===== src/verilog/tlm_map.svh =====
// Offsets, field positions, reset values and timing counts of the timer-load block.
`ifndef TLM_MAP_SVH
`define TLM_MAP_SVH
// -----------------------------------------------------------------------------
// Register byte offsets on APB
// -----------------------------------------------------------------------------
`define TLM_OFF_INSTR 12'h000
`define TLM_OFF_OPERAND 12'h004
`define TLM_OFF_TIMER 12'h008
`define TLM_OFF_MOD_A 12'h00c
`define TLM_OFF_MOD_B 12'h010
`define TLM_OFF_STATUS 12'h014
`define TLM_OFF_ROM_ADDR 12'h018
`define TLM_OFF_CAP_CFG 12'h01c
`define TLM_OFF_INPUTS 12'h020
// -----------------------------------------------------------------------------
// Field positions and values
// -----------------------------------------------------------------------------
`define TLM_ST_FLAG 0
`define TLM_ST_CARRY 1
`define TLM_ST_STANDBY 2
`define TLM_ST_VARIANT 3
`define TLM_ST_BUSY 4
`define TLM_CAP_ADDR 12'h043
`define TLM_CAP_ON 8'h01
`define TLM_CAP_OFF 8'h00
`define TLM_RST_10 10'h000
`define TLM_RST_4 4'h0
// -----------------------------------------------------------------------------
// Timing: oscillator periods per machine cycle and the revised-variant trim
// -----------------------------------------------------------------------------
`define TLM_OSC_PER_CYCLE 64
`define TLM_REV_TRIM 4
`endif


===== src/verilog/tlm_pkg.sv =====
// Types shared by the timer-load and miscellaneous instruction block.
package tlm_pkg;
    // Instruction codes written by software into the instruction register.
    typedef enum logic [3:0] {
        TLM_NOP = 4'h0,
        TLM_LD_T_IMM = 4'h1,
        TLM_LD_A_IMM = 4'h2,
        TLM_LD_B_IMM = 4'h3,
        TLM_LD_T_ROM = 4'h4,
        TLM_LD_A_ROM = 4'h5,
        TLM_LD_B_ROM = 4'h6,
        TLM_STANDBY = 4'h7,
        TLM_STATUS_TEST_OP_REG = 4'h8,
        TLM_STATUS_TEST_OP_IMM = 4'h9,
        TLM_CARRY_IF_ALL_ONES_OP = 4'ha,
        TLM_WR_HI = 4'hb,
        TLM_WR_LO = 4'hc
    } tlm_op_t;
    // Execution state.
    typedef enum logic [1:0] {
        TLM_IDLE = 2'b00,
        TLM_WAIT = 2'b01,
        TLM_EXEC = 2'b10
    } tlm_state_t;
    // Sensed statuses used by the status test.
    typedef struct packed {
        logic sense0;
        logic sense1;
        logic sense2;
        logic key_io;
        logic key_in;
        logic timer;
    } tlm_stat_t;
endpackage


===== src/verilog/tlm_core.sv =====
// Timer/modulo load, standby, status test, carry test and no-operation execution.
//
// Notes on behaviour
// - Immediate timer load fills all ten bits.
// - Interval (N+1)*64 osc periods, revised minus 4.
// - Immediate modulo loads replace all ten bits.
// - Table address: page bits over pointer pair.
// - Table load copies full ten-bit word.
// - Standby entered; nibble selects release conditions.
// - Register test compares five statuses to nibble.
// - Immediate test compares six statuses to nibble.
// - Flag set on any match, else cleared.
// - Carry set only when accumulator is 1111.
// - Accumulator keeps low ones, clears above zero.
// - Capacitor byte at 2043H: 01 on, 00 off.
// - Upper nibble write clears bit1, lower bit0.
// - Nibbles map to bits 9:6 and 5:2.
`timescale 1ns/1ps
`include "tlm_map.svh"
module tlm_core import tlm_pkg::*; #(
    parameter int PAGE_BITS = 2,
    parameter int PTR_BITS = 8,
    parameter bit REVISED = 1'b0
) (
    input wire logic pclk,
    input wire logic presetn,
    input wire logic psel,
    input wire logic penable,
    input wire logic pwrite,
    input wire logic [11:0] paddr,
    input wire logic [31:0] pwdata,
    output logic [31:0] prdata,
    output logic pready,
    output logic pslverr,
    input wire logic [PAGE_BITS-1:0] rom_page_select,
    input wire logic [PTR_BITS-1:0] pointer_pair,
    input wire logic [15:0][3:0] low_bank_reg,
    input wire logic [3:0] acc_in,
    output logic [PAGE_BITS+PTR_BITS-1:0] rom_addr,
    output logic rom_req,
    input wire logic [9:0] rom_data,
    input wire logic sense_input_0,
    input wire logic sense_input_1,
    input wire logic sense_input_2,
    input wire logic key_io_port,
    input wire logic key_input_port,
    input wire logic timer_status,
    output logic [9:0] timer_count_reg,
    output logic [9:0] modulo_reg_a,
    output logic [9:0] modulo_reg_b,
    output logic [3:0] acc_out,
    output logic carry_bit,
    output logic status_match_flag,
    output logic standby_reg,
    output logic [3:0] release_cond_reg,
    output logic pc_advance,
    output logic [16:0] timer_interval_osc
);
    // -------------------------------------------------------------------------
    // Helper functions
    // -------------------------------------------------------------------------
    // Place a nibble into bits 9:6 or 5:2 and clear bit 1 or bit 0.
    function automatic logic [9:0] nib_write(input logic [9:0] cur, input logic hi,
                                             input logic [3:0] n);
        logic [9:0] r;
        r = cur;
        if (hi) begin
            r[9:6] = n;
            r[1] = 1'b0;
        end else begin
            r[5:2] = n;
            r[0] = 1'b0;
        end
        return r;
    endfunction

    // Keep the unbroken run of low-order ones, clear everything above it.
    function automatic logic [3:0] low_ones(input logic [3:0] a);
        logic [3:0] r;
        r = 4'h0;
        if (a[0]) r[0] = 1'b1;
        if (a[1:0] == 2'b11) r[1] = 1'b1;
        if (a[2:0] == 3'b111) r[2] = 1'b1;
        if (a == 4'hf) r[3] = 1'b1;
        return r;
    endfunction

    // -------------------------------------------------------------------------
    // Input synchronisers for pins
    // -------------------------------------------------------------------------
    logic [5:0] pin_s1_reg; // First stage, read only by the second.
    logic [5:0] pin_s2_reg; // Stable pin levels.
    tlm_stat_t stat; // Synchronised statuses.

    // Two flip-flops ahead of any logic for each sensed pin.
    always_ff @(posedge pclk or negedge presetn) begin
        if (!presetn) begin
            pin_s1_reg <= 6'h00;
            pin_s2_reg <= 6'h00;
        end else begin
            pin_s1_reg <= {sense_input_0, sense_input_1, sense_input_2,
                           key_io_port, key_input_port, timer_status};
            pin_s2_reg <= pin_s1_reg;
        end
    end
    assign stat = tlm_stat_t'(pin_s2_reg);

    // -------------------------------------------------------------------------
    // APB slave
    // -------------------------------------------------------------------------
    logic [3:0] instr_reg; // Pending instruction code.
    logic [9:0] operand_reg; // Immediate operand.
    logic [7:0] cap_cfg_reg; // Oscillator capacitor option byte.
    tlm_state_t state_reg; // Execution state.
    logic wr_en; // Write access phase.
    logic go; // Instruction issue pulse.
    logic addr_ok; // Mapped address.

    assign wr_en = psel && penable && pwrite;
    assign go = wr_en && paddr == `TLM_OFF_INSTR;
    assign pready = 1'b1;
    assign addr_ok = paddr == `TLM_OFF_INSTR || paddr == `TLM_OFF_OPERAND ||
                     paddr == `TLM_OFF_TIMER || paddr == `TLM_OFF_MOD_A ||
                     paddr == `TLM_OFF_MOD_B || paddr == `TLM_OFF_STATUS ||
                     paddr == `TLM_OFF_ROM_ADDR || paddr == `TLM_OFF_CAP_CFG ||
                     paddr == `TLM_OFF_INPUTS;
    assign pslverr = psel && penable && !addr_ok;

    // Software writes of the instruction, operand and capacitor option.
    always_ff @(posedge pclk or negedge presetn) begin
        if (!presetn) begin
            instr_reg <= `TLM_RST_4;
            operand_reg <= `TLM_RST_10;
            cap_cfg_reg <= `TLM_CAP_OFF;
        end else if (wr_en) begin
            if (paddr == `TLM_OFF_INSTR) instr_reg <= pwdata[3:0];
            if (paddr == `TLM_OFF_OPERAND) operand_reg <= pwdata[9:0];
            if (paddr == `TLM_OFF_CAP_CFG && pwdata[7:0] <= `TLM_CAP_ON) begin
                cap_cfg_reg <= pwdata[7:0];
            end
        end
    end

    // Read mux; unmapped addresses read as zero with an error.
    always_comb begin
        prdata = 32'h0;
        unique case (paddr)
            `TLM_OFF_INSTR: prdata = {28'h0, instr_reg};
            `TLM_OFF_OPERAND: prdata = {22'h0, operand_reg};
            `TLM_OFF_TIMER: prdata = {22'h0, timer_count_reg};
            `TLM_OFF_MOD_A: prdata = {22'h0, modulo_reg_a};
            `TLM_OFF_MOD_B: prdata = {22'h0, modulo_reg_b};
            `TLM_OFF_STATUS: prdata = {23'h0, release_cond_reg, state_reg != TLM_IDLE,
                                       REVISED, standby_reg, carry_bit,
                                       status_match_flag};
            `TLM_OFF_ROM_ADDR: prdata = 32'(rom_addr);
            `TLM_OFF_CAP_CFG: prdata = {24'h0, cap_cfg_reg};
            `TLM_OFF_INPUTS: prdata = {26'h0, pin_s2_reg};
            default: prdata = 32'h0;
        endcase
    end

    // -------------------------------------------------------------------------
    // Sequencer: a table load spends one cycle fetching, others execute at once
    // -------------------------------------------------------------------------
    tlm_op_t op; // Decoded instruction.
    logic is_rom; // Instruction needs a table word.
    assign op = tlm_op_t'(instr_reg);
    assign is_rom = op == TLM_LD_T_ROM || op == TLM_LD_A_ROM || op == TLM_LD_B_ROM;

    // Issue goes to fetch or execute; execute lasts a single cycle.
    always_ff @(posedge pclk or negedge presetn) begin
        if (!presetn) begin
            state_reg <= TLM_IDLE;
        end else begin
            unique case (state_reg)
                TLM_IDLE: if (go) state_reg <= TLM_EXEC;
                TLM_EXEC: state_reg <= is_rom ? TLM_WAIT : TLM_IDLE;
                TLM_WAIT: state_reg <= TLM_IDLE;
                default: state_reg <= TLM_IDLE;
            endcase
        end
    end

    logic exec; // Non-table instruction executes this cycle.
    logic rom_exec; // Table word is valid this cycle.
    assign exec = state_reg == TLM_EXEC && !is_rom;
    assign rom_exec = state_reg == TLM_WAIT;
    assign rom_req = state_reg == TLM_EXEC && is_rom;
    assign rom_addr = {rom_page_select, pointer_pair};
    assign pc_advance = exec || rom_exec;

    // -------------------------------------------------------------------------
    // Timer and modulo registers
    // -------------------------------------------------------------------------
    // Each load lands at the end of its cycle, so the next instruction sees it.
    always_ff @(posedge pclk or negedge presetn) begin
        if (!presetn) begin
            timer_count_reg <= `TLM_RST_10;
            modulo_reg_a <= `TLM_RST_10;
            modulo_reg_b <= `TLM_RST_10;
        end else if (exec) begin
            unique case (op)
                TLM_LD_T_IMM: timer_count_reg <= operand_reg;
                TLM_LD_A_IMM: modulo_reg_a <= operand_reg;
                TLM_LD_B_IMM: modulo_reg_b <= operand_reg;
                TLM_WR_HI, TLM_WR_LO: begin
                    unique case (operand_reg[9:8])
                        2'd0: timer_count_reg <= nib_write(timer_count_reg,
                                                 op == TLM_WR_HI, operand_reg[3:0]);
                        2'd1: modulo_reg_a <= nib_write(modulo_reg_a,
                                              op == TLM_WR_HI, operand_reg[3:0]);
                        default: modulo_reg_b <= nib_write(modulo_reg_b,
                                                 op == TLM_WR_HI, operand_reg[3:0]);
                    endcase
                end
                default: ; // NOP and others leave these alone.
            endcase
        end else if (rom_exec) begin
            unique case (op)
                TLM_LD_T_ROM: timer_count_reg <= rom_data;
                TLM_LD_A_ROM: modulo_reg_a <= rom_data;
                default: modulo_reg_b <= rom_data;
            endcase
        end
    end

    // Interval in oscillator periods for the loaded count.
    assign timer_interval_osc = 17'((32'(timer_count_reg) + 1) * `TLM_OSC_PER_CYCLE
                                - (REVISED ? `TLM_REV_TRIM : 0));

    // -------------------------------------------------------------------------
    // Standby, status test and carry test
    // -------------------------------------------------------------------------
    logic [3:0] sel_nib; // Selection nibble for the test.
    logic reg_hit; // Register-form match.
    logic imm_hit; // Immediate-form match.
    assign sel_nib = low_bank_reg[operand_reg[3:0]];
    // Register form: sense0, sense1, key ports and timer (no sense2).
    assign reg_hit = (sel_nib[0] && (stat.sense0 || stat.sense1)) ||
                     (sel_nib[1] && stat.key_io) || (sel_nib[2] && stat.key_in) ||
                     (sel_nib[3] && stat.timer);
    // Immediate form adds sense2 to the sense group.
    assign imm_hit = (operand_reg[0] && (stat.sense0 || stat.sense1 || stat.sense2)) ||
                     (operand_reg[1] && stat.key_io) || (operand_reg[2] && stat.key_in) ||
                     (operand_reg[3] && stat.timer);

    // Flags and accumulator result.
    always_ff @(posedge pclk or negedge presetn) begin
        if (!presetn) begin
            status_match_flag <= 1'b0;
            carry_bit <= 1'b0;
            acc_out <= `TLM_RST_4;
            standby_reg <= 1'b0;
            release_cond_reg <= `TLM_RST_4;
        end else if (exec) begin
            unique case (op)
                TLM_STANDBY: begin
                    standby_reg <= 1'b1;
                    release_cond_reg <= operand_reg[3:0];
                end
                TLM_STATUS_TEST_OP_REG: status_match_flag <= reg_hit;
                TLM_STATUS_TEST_OP_IMM: status_match_flag <= imm_hit;
                TLM_CARRY_IF_ALL_ONES_OP: begin
                    carry_bit <= acc_in == 4'hf;
                    acc_out <= low_ones(acc_in);
                end
                default: standby_reg <= 1'b0;
            endcase
        end
    end
endmodule


===== config.mk =====
export PLATFORM = sky130hd
export DESIGN_NAME = tlm_core
export DESIGN_NICKNAME = d
export VERILOG_FILES = /design/src/verilog/tlm_pkg.sv /design/src/verilog/tlm_core.sv
export VERILOG_INCLUDE_DIRS = /design/src /design/src/verilog
export SDC_FILE = /design/constraint.sdc
export NUM_CORES = 1
export LEC_CHECK = 0
export BUFFER_PORTS_ARGS = -buffer_cell sky130_fd_sc_hd__buf_2
export CAP_MARGIN = 20
export CORE_MARGIN = 1.5
export CORE_UTILIZATION = 42
export CTS_CLUSTER_SIZE = 16
export DETAILED_ROUTE_END_ITERATION = 6
export HOLD_SLACK_MARGIN = 0.15
export MAX_ROUTING_LAYER = met4
export PLACE_DENSITY = 0.77
export SYNTH_ARGS = -nofsm -noshare
export SYNTH_HDL_FRONTEND = slang
export SYNTH_SLANG_ARGS = --single-unit

===== constraint.sdc =====
create_clock -name pclk -period 2.49 [get_ports pclk]
set_clock_uncertainty 0.05 [all_clocks]
set_input_delay 0.498 -clock pclk [delete_from_list [all_inputs] [get_ports pclk]]
set_output_delay 0.498 -clock pclk [all_outputs]
set_load 0.01 [all_outputs]

==> results.md, run 1 <==
* Outcome: finished, violations left
* Failing checks: setup timing
* CP Class: input pin to primary output
* Ant. Diodes at 0
* Max Fclk at 389 MHz
* Cell area after layout at 0.00654 mm^2
* Die Y at 112 um
* Arrival @ worst endpoint at 2.02 ns
* Dpl hpwl at 12.3 mm
* Wire per inst at 18.9 um
* Net count, final at 835
* Clock period minus worst slack at 2.57 ns
* Initial antenna violation count at 0
* Synth area leaders: dfrtp_1, mux2_2, buf_4, mux2i_1, nand2_1
* CTS Sinks at 76
* Placed cell count at 819
* Mapped Area at 0.00498 mm^2
* Netlist cell types at 61
* Power, Total at 2970 uW
* Layout area overhead at 31.3%
* Tightest Pin Transition at 1.14 ns
* Placement Cell Area at 0.00610 mm^2
* Most common cell in the synthesized netlist: dfrtp_1
* Clock tree from TritonCTS: yes
* RePlAce Congestion at 0.958
* CTS H-tree lvls at 3
* CP startpoint kind: input pin
* Worst setup path start: paddr[8]
* Share of the synthesized area in the top cell type at 38.2%
* Leading cell types by count after synthesis: dfrtp_1, mux2_2, nand2_1, buf_4, mux2i_1
* # DRC at 0
* Root buf cell: clkbuf_16
* Worst-Skew Late Latency at 0.34 ns
* Final worst slack at -0.0825 ns
* Mapped Avg Cell Area at 10.2 um^2
* Seq/Total Area, Yosys at 38.2%
* Total CTS buffers at 9
* Finish-stage setup viols at 7
* Routed wire length at 15.9 mm
* Slew margin rel. at 23.6%
* Share of cells above drive strength 1 at 48.3%
* Req. time, crit path at 1.94 ns
* Initial core utilization at 43.4%
* Vias/cell at 5.62
* Most common flop cell mapped by yosys: dfrtp_1
* Yosys reg bits at 76
* Row count at 39
* Post-synth top area cell: dfrtp_1
* Leak at 0.00321 uW
* Finished Layout Cells at 839
* Unrepaired setup endpoints after global routing: true
* VDD IR max at 0.000337 V
* Flop2flop setup slack at 0.12 ns
* Die Wd at 112 um
* Fin crit share at 103%
* Routed Antenna Nets at 0
* Total number of vias at 4715
* CP Capture Point: prdata[1]
* Overflow after GRT at 0
* IO Port Bufs at 195
* Final hold violations at 0
* Largest net degree at the start of global routing at 39
* Post-synth EDFFs at 0
* End of the worst register-to-register path: timer_count_reg[3]
* Clock Path Buffers at 2
* Fill count at 1001
* Core area at 0.0115 mm^2
* First-pass GRT wire length at 25.5 mm
* Worst R2R Start: state_reg[0]
* Final slew viol count at 0
* GR Util All Layers at 26.7%
* R2R cell count at 5
* Mapped Cells at 487
* Synth warn at 0
* I/O pin count at 247
* MaxCap Viol Count at 0
* Crit path capture type: primary output
* Initial DRC Count at 378
* Crit path max fanout at 6
* Die area at 0.0125 mm^2
* Vias in the first global route at 4863
* Async SR Flop Fraction at 100%
* Cell area power density at 454 mW/mm^2
* Worst-path clk slew at 0.06 ns
* Hold Path Class: input pin to register
* DR pass1 iterations at 5
[worst min path at each step]
stage,start,end,slack [ns],cells after the start
finish,sense_input_0,pin_s1_reg[5],0.22,1
global route,key_io_port,pin_s1_reg[2],0.21,1
CTS,key_io_port,pin_s1_reg[2],0.21,1
detailed placement,pin_s1_reg[0],pin_s2_reg[0],0.28,0
global placement,pin_s1_reg[5],pin_s2_reg[5],0.29,0
floorplan,presetn,acc_out[0],0.15,0
[cell families (layout without fill, tap and decap cells)]
family | after synthesis | after routing | share of synthesized area [%]
simple gates | 152 | 152 | 16.6
mux | 95 | 95 | 22.5
compound gates | 82 | 82 | 11.9
flops | 76 | 76 | 38.2
buf+inv | 70 | 252 | 8.82
xor+xnor | 8 | 8 | 1.41
fa+ha+maj | 2 | 2 | 0.452
other cells | 2 | 29 | 0.151
[worst max-delay path, stage by stage]
cell       delay (ns)
buf_6            0.10
nor4_4           0.30
nand4_1          0.16
buf_6            0.17
nor3b_4          0.24
buf_6            0.14
buf_6            0.12
a2bb2oi_2        0.06
nand3_1          0.09
buf_2            0.14
[power breakdown]
group | total (uW) | internal, uW | switching [uW]
clock network | 1420 | 908 | 512
logic | 291 | 137 | 154
registers | 1260 | 1250 | 9.73
[through the flow]
stage	setup TNS (ns)	setup slack [ns]	utilization (%)	hold slack [ns]
final	-0.355	-0.0825	57.0	0.216
after global placement	-0.244	-0.0497	53.2	0.287
after CTS	-0.0956	-0.0556	56.6	0.206
after detailed placement	-0.881	-0.121	53.2	0.285
after global routing	-1.50	-0.225	57.0	0.207
after floorplan	0	0.00952	-	0.152
[layer usage]
metal  part of all wire [%]  GRT usage (%)
met5                      0              -
met4                    3.8           12.5
met3                    7.3           5.28
met2                     48           40.9
met1                     41           34.2
[placed cells by master (no fill, tap or decap), types with 6 or more instances in the layout]
cell type and n:
o21ai_0 20, conb_1 29, dfrtp_1 76, nor2_1 21
nand2_1 44, buf_6 8, buf_2 191, nand4_1 6
nor2b_1 18, clkbuf_16 9, buf_4 30, mux2_2 65
mux2i_1 23, nor3b_1 6, nand3_1 17, mux4_2 7
a22oi_1 8, a21oi_1 7
[what timing repair did]
item | 4_1_cts | 5_1_grt
buffers inserted | 0 | 3
setup endpoints to repair | 9 | 10
hold buffers | 1 | 0
gates resized for setup | 8 | 9
cloned | 0 | 0
hold endpoints to repair | 36 | 0
pin swaps | 4 | 10
[cell type report]
type,instances,area (um^2),share of cell area [%]
multi-input cells,368,2780,42.5
flip-flops and latches,76,1900,29.1
repair buffers,233,1340,20.5
clock buffers,11,243,3.71
well taps,143,179,2.74
clock inverters,5,85.1,1.30
inverters,3,11.3,0.172
(Power assumes the default switching activity.)
==> run 2, diff against run 1 <==
Settings changed: SETUP_SLACK_MARGIN from default to 0.5.
==> run 2 against run 1 <==
Net effect:
- the flow finishes with violations (DRC, setup timing)
- sequential share of layout area is 3.6 points lower
- core utilization is 8.7 points higher
- die area stayed put
- flip-flop and latch count stayed put
- maximum frequency is 0.43% lower
- critical path type unchanged
- critical endpoint is now prdata[4]
- highest routed layer unchanged
==> results.md, run 2 (synthesis gave the netlist of run 1 again) <==
* Setup WS pre-CTS at -0.0803 ns (was -0.121 ns)
* CP Cell Sequence: buf_6 > nor4_4 > nand4_1 > buf_6 > nor3b_4 > buf_6 > a222oi_1 > nand4_1 > buf_2 (was buf_6 > nor4_4 > nand4_1 > buf_6 > nor3b_4 > buf_6 > buf_6 > a2bb2oi_2 > nand3_1 > buf_2)
* CP startpoint kind: input pin (unchanged)
* Total number of vias at 5364 (was 4715)
* Worst R2R Start: state_reg[0] (unchanged)
* Root buf cell: clkbuf_16 (unchanged)
* Req. time, crit path at 1.94 ns (about the same)
* Total CTS buffers at 9 (unchanged)
* Share of cells above drive strength 1 at 59.8% (was 48.3%)
* Hold Path Class: input pin to register (unchanged)
* Power, Total at 2980 uW (was 2970 uW)
* Tightest Pin Transition at 0.518 ns (was 1.14 ns)
* Worst hold path depth at 1 (unchanged)
* Setup_tns at -0.195 ns (was -0.355 ns)
* # DRC at 2 (was 0)
* CP max stage cell: nor4_4 (unchanged)
* Fill count at 791 (was 1001)
* Cell area power density at 396 mW/mm^2 (was 454 mW/mm^2)
* Worst-path clk slew at 0.06 ns (about the same)
* Die Wd at 112 um (unchanged)
* Clock Path Buffers at 2 (unchanged)
* IO Port Bufs at 195 (unchanged)
* DR pass1 iterations at 7 (was 5)
* GR Util All Layers at 29.7% (was 26.7%)
* I/O pin count at 247 (unchanged)
* Fin crit share at 104% (was 103%)
* Largest net degree at the start of global routing at 46 (was 39)
* Final hold violations at 0 (unchanged)
* Dpl hpwl at 12.6 mm (was 12.3 mm)
* Finished Layout Cells at 886 (was 839)
* Worst Path Buf+Inv at 4 (was 5)
* Crit path max fanout at 5 (was 6)
* Critical Path Max Stage Delay at 0.31 ns (was 0.30 ns)
* CP Class: input pin to primary output (unchanged)
* Core area at 0.0115 mm^2 (unchanged)
* Ant. Diodes at 0 (unchanged)
* Commonest non-fill, non-tap cell in the layout: buf_2 (unchanged)
* CTS H-tree lvls at 3 (unchanged)
* Outcome: finished, violations left (unchanged)
* R2R cell count at 5 (unchanged)
* Hold Startpoint: sense_input_2 (was sense_input_0)
* MaxCap Viol Count at 0 (unchanged)
* Finish-stage setup viols at 7 (unchanged)
* Wire per inst at 22.4 um (was 18.9 um)
* Slew margin rel. at 65.5% (was 23.6%)
* End of the worst register-to-register path: timer_count_reg[6] (was timer_count_reg[3])
* CTS Sinks at 76 (unchanged)
* Routed Antenna Nets at 0 (unchanged)
* Flop2flop setup slack at 0.20 ns (was 0.12 ns)
* Failing checks: DRC, setup timing (was setup timing)
* RePlAce Congestion at 0.979 (was 0.958)
* Cell with the most instances on the worst path: buf_6 (unchanged)
* Final worst slack at -0.0935 ns (was -0.0825 ns)
* Initial antenna violation count at 0 (unchanged)
* First-pass GRT wire length at 28.0 mm (was 25.5 mm)
* Initial core utilization at 43.4% (unchanged)
* Initial DRC Count at 585 (was 378)
* Row count at 39 (unchanged)
* Max Fclk at 387 MHz (was 389 MHz)
* Vias in the first global route at 5137 (was 4863)
* Hold slack at 0.201 ns (was 0.216 ns)
* Arrival @ worst endpoint at 2.04 ns (was 2.02 ns)
* Crit path capture type: primary output (unchanged)
* Placed cell count at 821 (was 819)
* Final slew viol count at 0 (unchanged)
* Net count, final at 883 (was 835)
* Die Y at 112 um (unchanged)
* VDD IR max at 0.000281 V (was 0.000337 V)
* Top cell family by delay on the critical path: simple AND/OR/NAND/NOR gates (unchanged)
* Die area at 0.0125 mm^2 (unchanged)
* Most frequent cells in the layout: buf_2, dfrtp_1, buf_4, nand2_1, mux2_4 (was buf_2, dfrtp_1, mux2_2, nand2_1, buf_4)
* Overflow after GRT at 0 (unchanged)
* Clock tree from TritonCTS: yes (unchanged)
* Unrepaired setup endpoints after global routing: true (unchanged)
* Clock period minus worst slack at 2.58 ns (was 2.57 ns)
* Layout area overhead at 51.3% (was 31.3%)
* Routed wire length at 19.8 mm (was 15.9 mm)
* Worst-Skew Late Latency at 0.35 ns (was 0.34 ns)
* Leak at 0.00366 uW (was 0.00321 uW)
* Hold Path Sink: pin_s1_reg[3] (was pin_s1_reg[5])
* Vias/cell at 6.05 (was 5.62)
## run 2: cell count changes in the layout (fill, tap and decap cells not counted), sizes merged
cell	delta
bufbuf	+1
clkinvlp	-1
buf	+47
## run 2: worst register-to-register path: stages (launching register included)
cell	delay [ns]
dfrtp_2	0.43
or4b_4	0.58
a211oi_4	0.34
o21bai_4	0.13
a21oi_4	0.30
mux2_4	0.33
## run 2: area by class of cell
class / count / area (um^2) / share of cell area, %
Inverter: 3 / 11.3 / 0.149
Multi-Input combinational cell: 368 / 3250 / 43.2
Sequential cell: 76 / 1920 / 25.5
Timing Repair Buffer: 281 / 1850 / 24.6
Clock inverter: 4 / 73.8 / 0.980
Clock buffer: 11 / 243 / 3.22
Tap cell: 143 / 179 / 2.37
## run 2: through the flow
stage               utilization, %  instance area (um^2)
finish                        65.7                  7530
CTS                           62.8                  7200
floorplan                        -                  5150
global route                  65.7                  7530
detailed placement            53.9                  6180
global placement              53.9                  6180
## run 2: power breakdown
group	switching [uW]	total, uW	internal [uW]	leakage (uW)
clock network	521	1420	899	0.000156
logic	163	306	144	0.00259
registers	9.50	1260	1250	0.000907
## run 2: how the worst max path moves through the flow
stage,from,to,slack (ns),cells past startpoint
2_1_floorplan,paddr[7],prdata[0],0.09,5
3_3_place_gp,paddr[7],prdata[3],-0.06,9
3_5_place_dp,paddr[7],prdata[3],-0.08,9
4_1_cts,paddr[8],prdata[8],-0.0004,10
5_1_grt,paddr[8],prdata[4],-0.16,9
6_report,paddr[8],prdata[4],-0.09,9
## run 2: repair_timing
item                       in CTS  in global routing
buffers inserted               32                 15
hold buffers                    1                  0
cloned                          2                  0
hold endpoints to repair       31                  0
gates resized for setup       110                 51
pin swaps                      23                 19
setup endpoints to repair      60                 63
## run 2: layer usage
layer | global-route usage (%) | part of all wire [%] | up-vias
met5 | - | 0 | -
met4 | 13.8 | 5.8 | 0
met3 | 5.93 | 8.9 | 115
met2 | 47.0 | 48 | 407
met1 | 36.6 | 38 | 2612
li1 | - | - | 2230
==> run 3, diff against run 2 <==
Settings changed: BUFFER_PORTS_ARGS -buffer_cell sky130_fd_sc_hd__buf_2 to -buffer_cell sky130_fd_sc_hd__clkbuf_2, PLACE_DENSITY 0.77 to 0.76.
==> run 3 against run 2 <==
Net effect:
- critical endpoint unchanged
- sequential share of layout area down 0.45 points
- die area unchanged
- largest power group unchanged
- via count decreased by 0.11%
- sequential power about the same
- cell count is 1.5% higher
- first-iteration DRC count fell by 0.34%
- the run ends with setup timing left
==> results.md, run 3 (synthesis gave the netlist of run 1 again) <==
* Req. time, crit path at 1.94 ns (about the same)
* Overflow after GRT at 0 (unchanged)
* Core area at 0.0115 mm^2 (unchanged)
* Routed wire length at 19.7 mm (was 19.8 mm)
* Failing checks: setup timing (was DRC, setup timing)
* Total CTS buffers at 9 (unchanged)
* CP Class: input pin to primary output (unchanged)
* DR pass1 iterations at 6 (was 7)
* Clock Path Buffers at 2 (unchanged)
* MaxCap Viol Count at 0 (unchanged)
* Sequential share of power at 42.8% (was 42.1%)
* Initial DRC Count at 583 (was 585)
* Crit path capture type: primary output (unchanged)
* Net switching power at 755 uW (was 693 uW)
* Vias/cell at 5.96 (was 6.05)
* Worst-path clk slew at 0.06 ns (about the same)
* Cell area power density at 383 mW/mm^2 (was 396 mW/mm^2)
* Commonest non-fill, non-tap cell in the layout: clkbuf_2 (was buf_2)
* IO Port Bufs at 195 (unchanged)
* Setup WS pre-CTS at -0.132 ns (was -0.0803 ns)
* VDD IR max at 0.000430 V (was 0.000281 V)
* CP startpoint kind: input pin (unchanged)
* Die Y at 112 um (unchanged)
* RePlAce Congestion at 0.978 (was 0.979)
* Final worst slack at -0.146 ns (was -0.0935 ns)
* Die Wd at 112 um (unchanged)
* Comb pwr share at 10.9% (was 10.3%)
* Outcome: finished, violations left (unchanged)
* First-pass GRT wire length at 27.1 mm (was 28.0 mm)
* Internal power at 2180 uW (was 2290 uW)
* Vias in the first global route at 5058 (was 5137)
* Die area at 0.0125 mm^2 (unchanged)
* Share of cells above drive strength 1 at 61.8% (was 59.8%)
* CTS H-tree lvls at 3 (unchanged)
* Worst-Skew Late Latency at 0.35 ns (about the same)
* Root buf cell: clkbuf_16 (unchanged)
* Net count, final at 895 (was 883)
* Routed Antenna Nets at 0 (unchanged)
* Finished Core Util at 66.9% (was 65.7%)
* Tightest Pin Transition at 0.652 ns (was 0.518 ns)
* Ant. Diodes at 0 (unchanged)
* Initial core utilization at 43.4% (unchanged)
* Leak at 0.00376 uW (was 0.00366 uW)
* Dpl hpwl at 12.6 mm (about the same)
* Arrival @ worst endpoint at 2.09 ns (was 2.04 ns)
* Top cell family by delay on the critical path: simple AND/OR/NAND/NOR gates (unchanged)
* Layout area overhead at 54.1% (was 51.3%)
* CTS Sinks at 76 (unchanged)
* Total number of vias at 5358 (was 5364)
* Final slew viol count at 0 (unchanged)
* Final hold violations at 0 (unchanged)
* Clk pwr share at 46.3% (was 47.6%)
* Finish-stage setup viols at 9 (was 7)
* Unrepaired setup endpoints after global routing: true (unchanged)
* # DRC at 0 (was 2)
* Clock tree from TritonCTS: yes (unchanged)
* Clock period minus worst slack at 2.64 ns (was 2.58 ns)
* Crit path max fanout at 5 (unchanged)
* GR Util All Layers at 28.5% (was 29.7%)
* Fin crit share at 106% (was 104%)
* Worst Path Buf+Inv at 4 (unchanged)
* Most frequent cells in the layout: clkbuf_2, buf_4, dfrtp_1, nand2_1, mux2_4 (was buf_2, dfrtp_1, buf_4, nand2_1, mux2_4)
* Initial antenna violation count at 0 (unchanged)
* Largest net degree at the start of global routing at 42 (was 46)
* Max Fclk at 379 MHz (was 387 MHz)
* CP Cell Sequence: buf_6 > nor4_4 > nand4_1 > buf_6 > nor3b_2 > buf_4 > o21ai_1 > nand4_1 > clkbuf_2 (was buf_6 > nor4_4 > nand4_1 > buf_6 > nor3b_4 > buf_6 > a222oi_1 > nand4_1 > buf_2)
* I/O pin count at 247 (unchanged)
* Critical Path Max Stage Delay at 0.33 ns (was 0.31 ns)
* Hold Path Class: input pin to register (unchanged)
* CP max stage cell: nor4_4 (unchanged)
* Wire per inst at 21.9 um (was 22.4 um)
* Slew margin rel. at 56.5% (was 65.5%)
* Row count at 39 (unchanged)
* Sw frac at 25.7% (was 23.2%)
==> run 3: cell count changes in the layout (fill, tap and decap cells not counted), sizes merged <==
cell	delta
clkbuf	+173
buf	-161
clkinvlp	+3
clkinv	-2
inv	+2
bufbuf	-1
bufinv	-1
==> run 3: layout make-up <==
cell class / count / area [um^2]
fillers: 788 / 3790
multi-input cells: 368 / 3320
repair buffers: 293 / 1940
flip-flops and latches: 76 / 1920
clock buffers: 10 / 229
well taps: 143 / 179
clock inverters: 6 / 71.3
inverters: 3 / 15.0
==> run 3: timing repair <==
action                                  4_1_cts  5_1_grt
hold buffers                                  1        0
setup buffers                                30       26
gates resized for setup                      90      108
cloned                                        1        2
pin swaps                                    23       30
hold endpoints to repair                     35        0
endpoints found under the setup margin       61       65
==> run 3: metal layers <==
| metal | vias to the layer above | track usage, % | wire, um |
|---|---|---|---|
| met1 | 2580 | 34.5 | 7330 |
| met4 | 0 | 11.8 | 1030 |
| met2 | 413 | 46.7 | 9510 |
| met3 | 105 | 5.61 | 1860 |
| li1 | 2260 | - | - |
| met5 | - | - | 0 |
==> run 3: power by group through the flow <==
stage | clock network (uW) | logic, uW | registers, uW
global placement | 0 | 276 | 1280
detailed placement | 0 | 287 | 1280
finish | 1360 | 319 | 1260
global route | 1400 | 343 | 1260
floorplan | 0 | 153 | 1280
CTS | 1340 | 298 | 1260
==> run 3: stage by stage <==
step                      setup TNS [ns]  std cells  instance area [um^2]  hold slack (ns)  total power (uW)
final                             -0.883        899                  7670            0.205              2940
after global routing               -1.20        899                  7670            0.206              3000
after CTS                         -0.305        871                  7060            0.209              2890
after detailed placement          -0.673        823                  6190            0.286              1570
after global placement            -0.274        823                  6190            0.286              1550
after floorplan                        0        514                  5150            0.152              1430
==> run 3: final timing paths <==
| check | start | end | slack, ns | depth (start not counted) |
|---|---|---|---|---|
| max reg2reg | instr_reg[2] | modulo_reg_a[0] | 0.30 | 6 |
| min | sense_input_2 | pin_s1_reg[3] | 0.21 | 1 |
| min in group asynchronous | presetn | acc_out[0] | 0.60 | 2 |
| max | paddr[7] | prdata[4] | -0.15 | 9 |
| min reg2reg | pin_s1_reg[4] | pin_s2_reg[4] | 0.30 | 0 |
| max in group asynchronous | presetn | operand_reg[0] | 1.17 | 3 |
==> run 3: worst reg2reg max path, stage by stage (launching register included) <==
cell and delay, ns:
dfrtp_2 0.48, buf_6 0.15, and3b_2 0.29, o2111ai_4 0.18
a32oi_4 0.38, o31ai_4 0.21, mux2_4 0.34
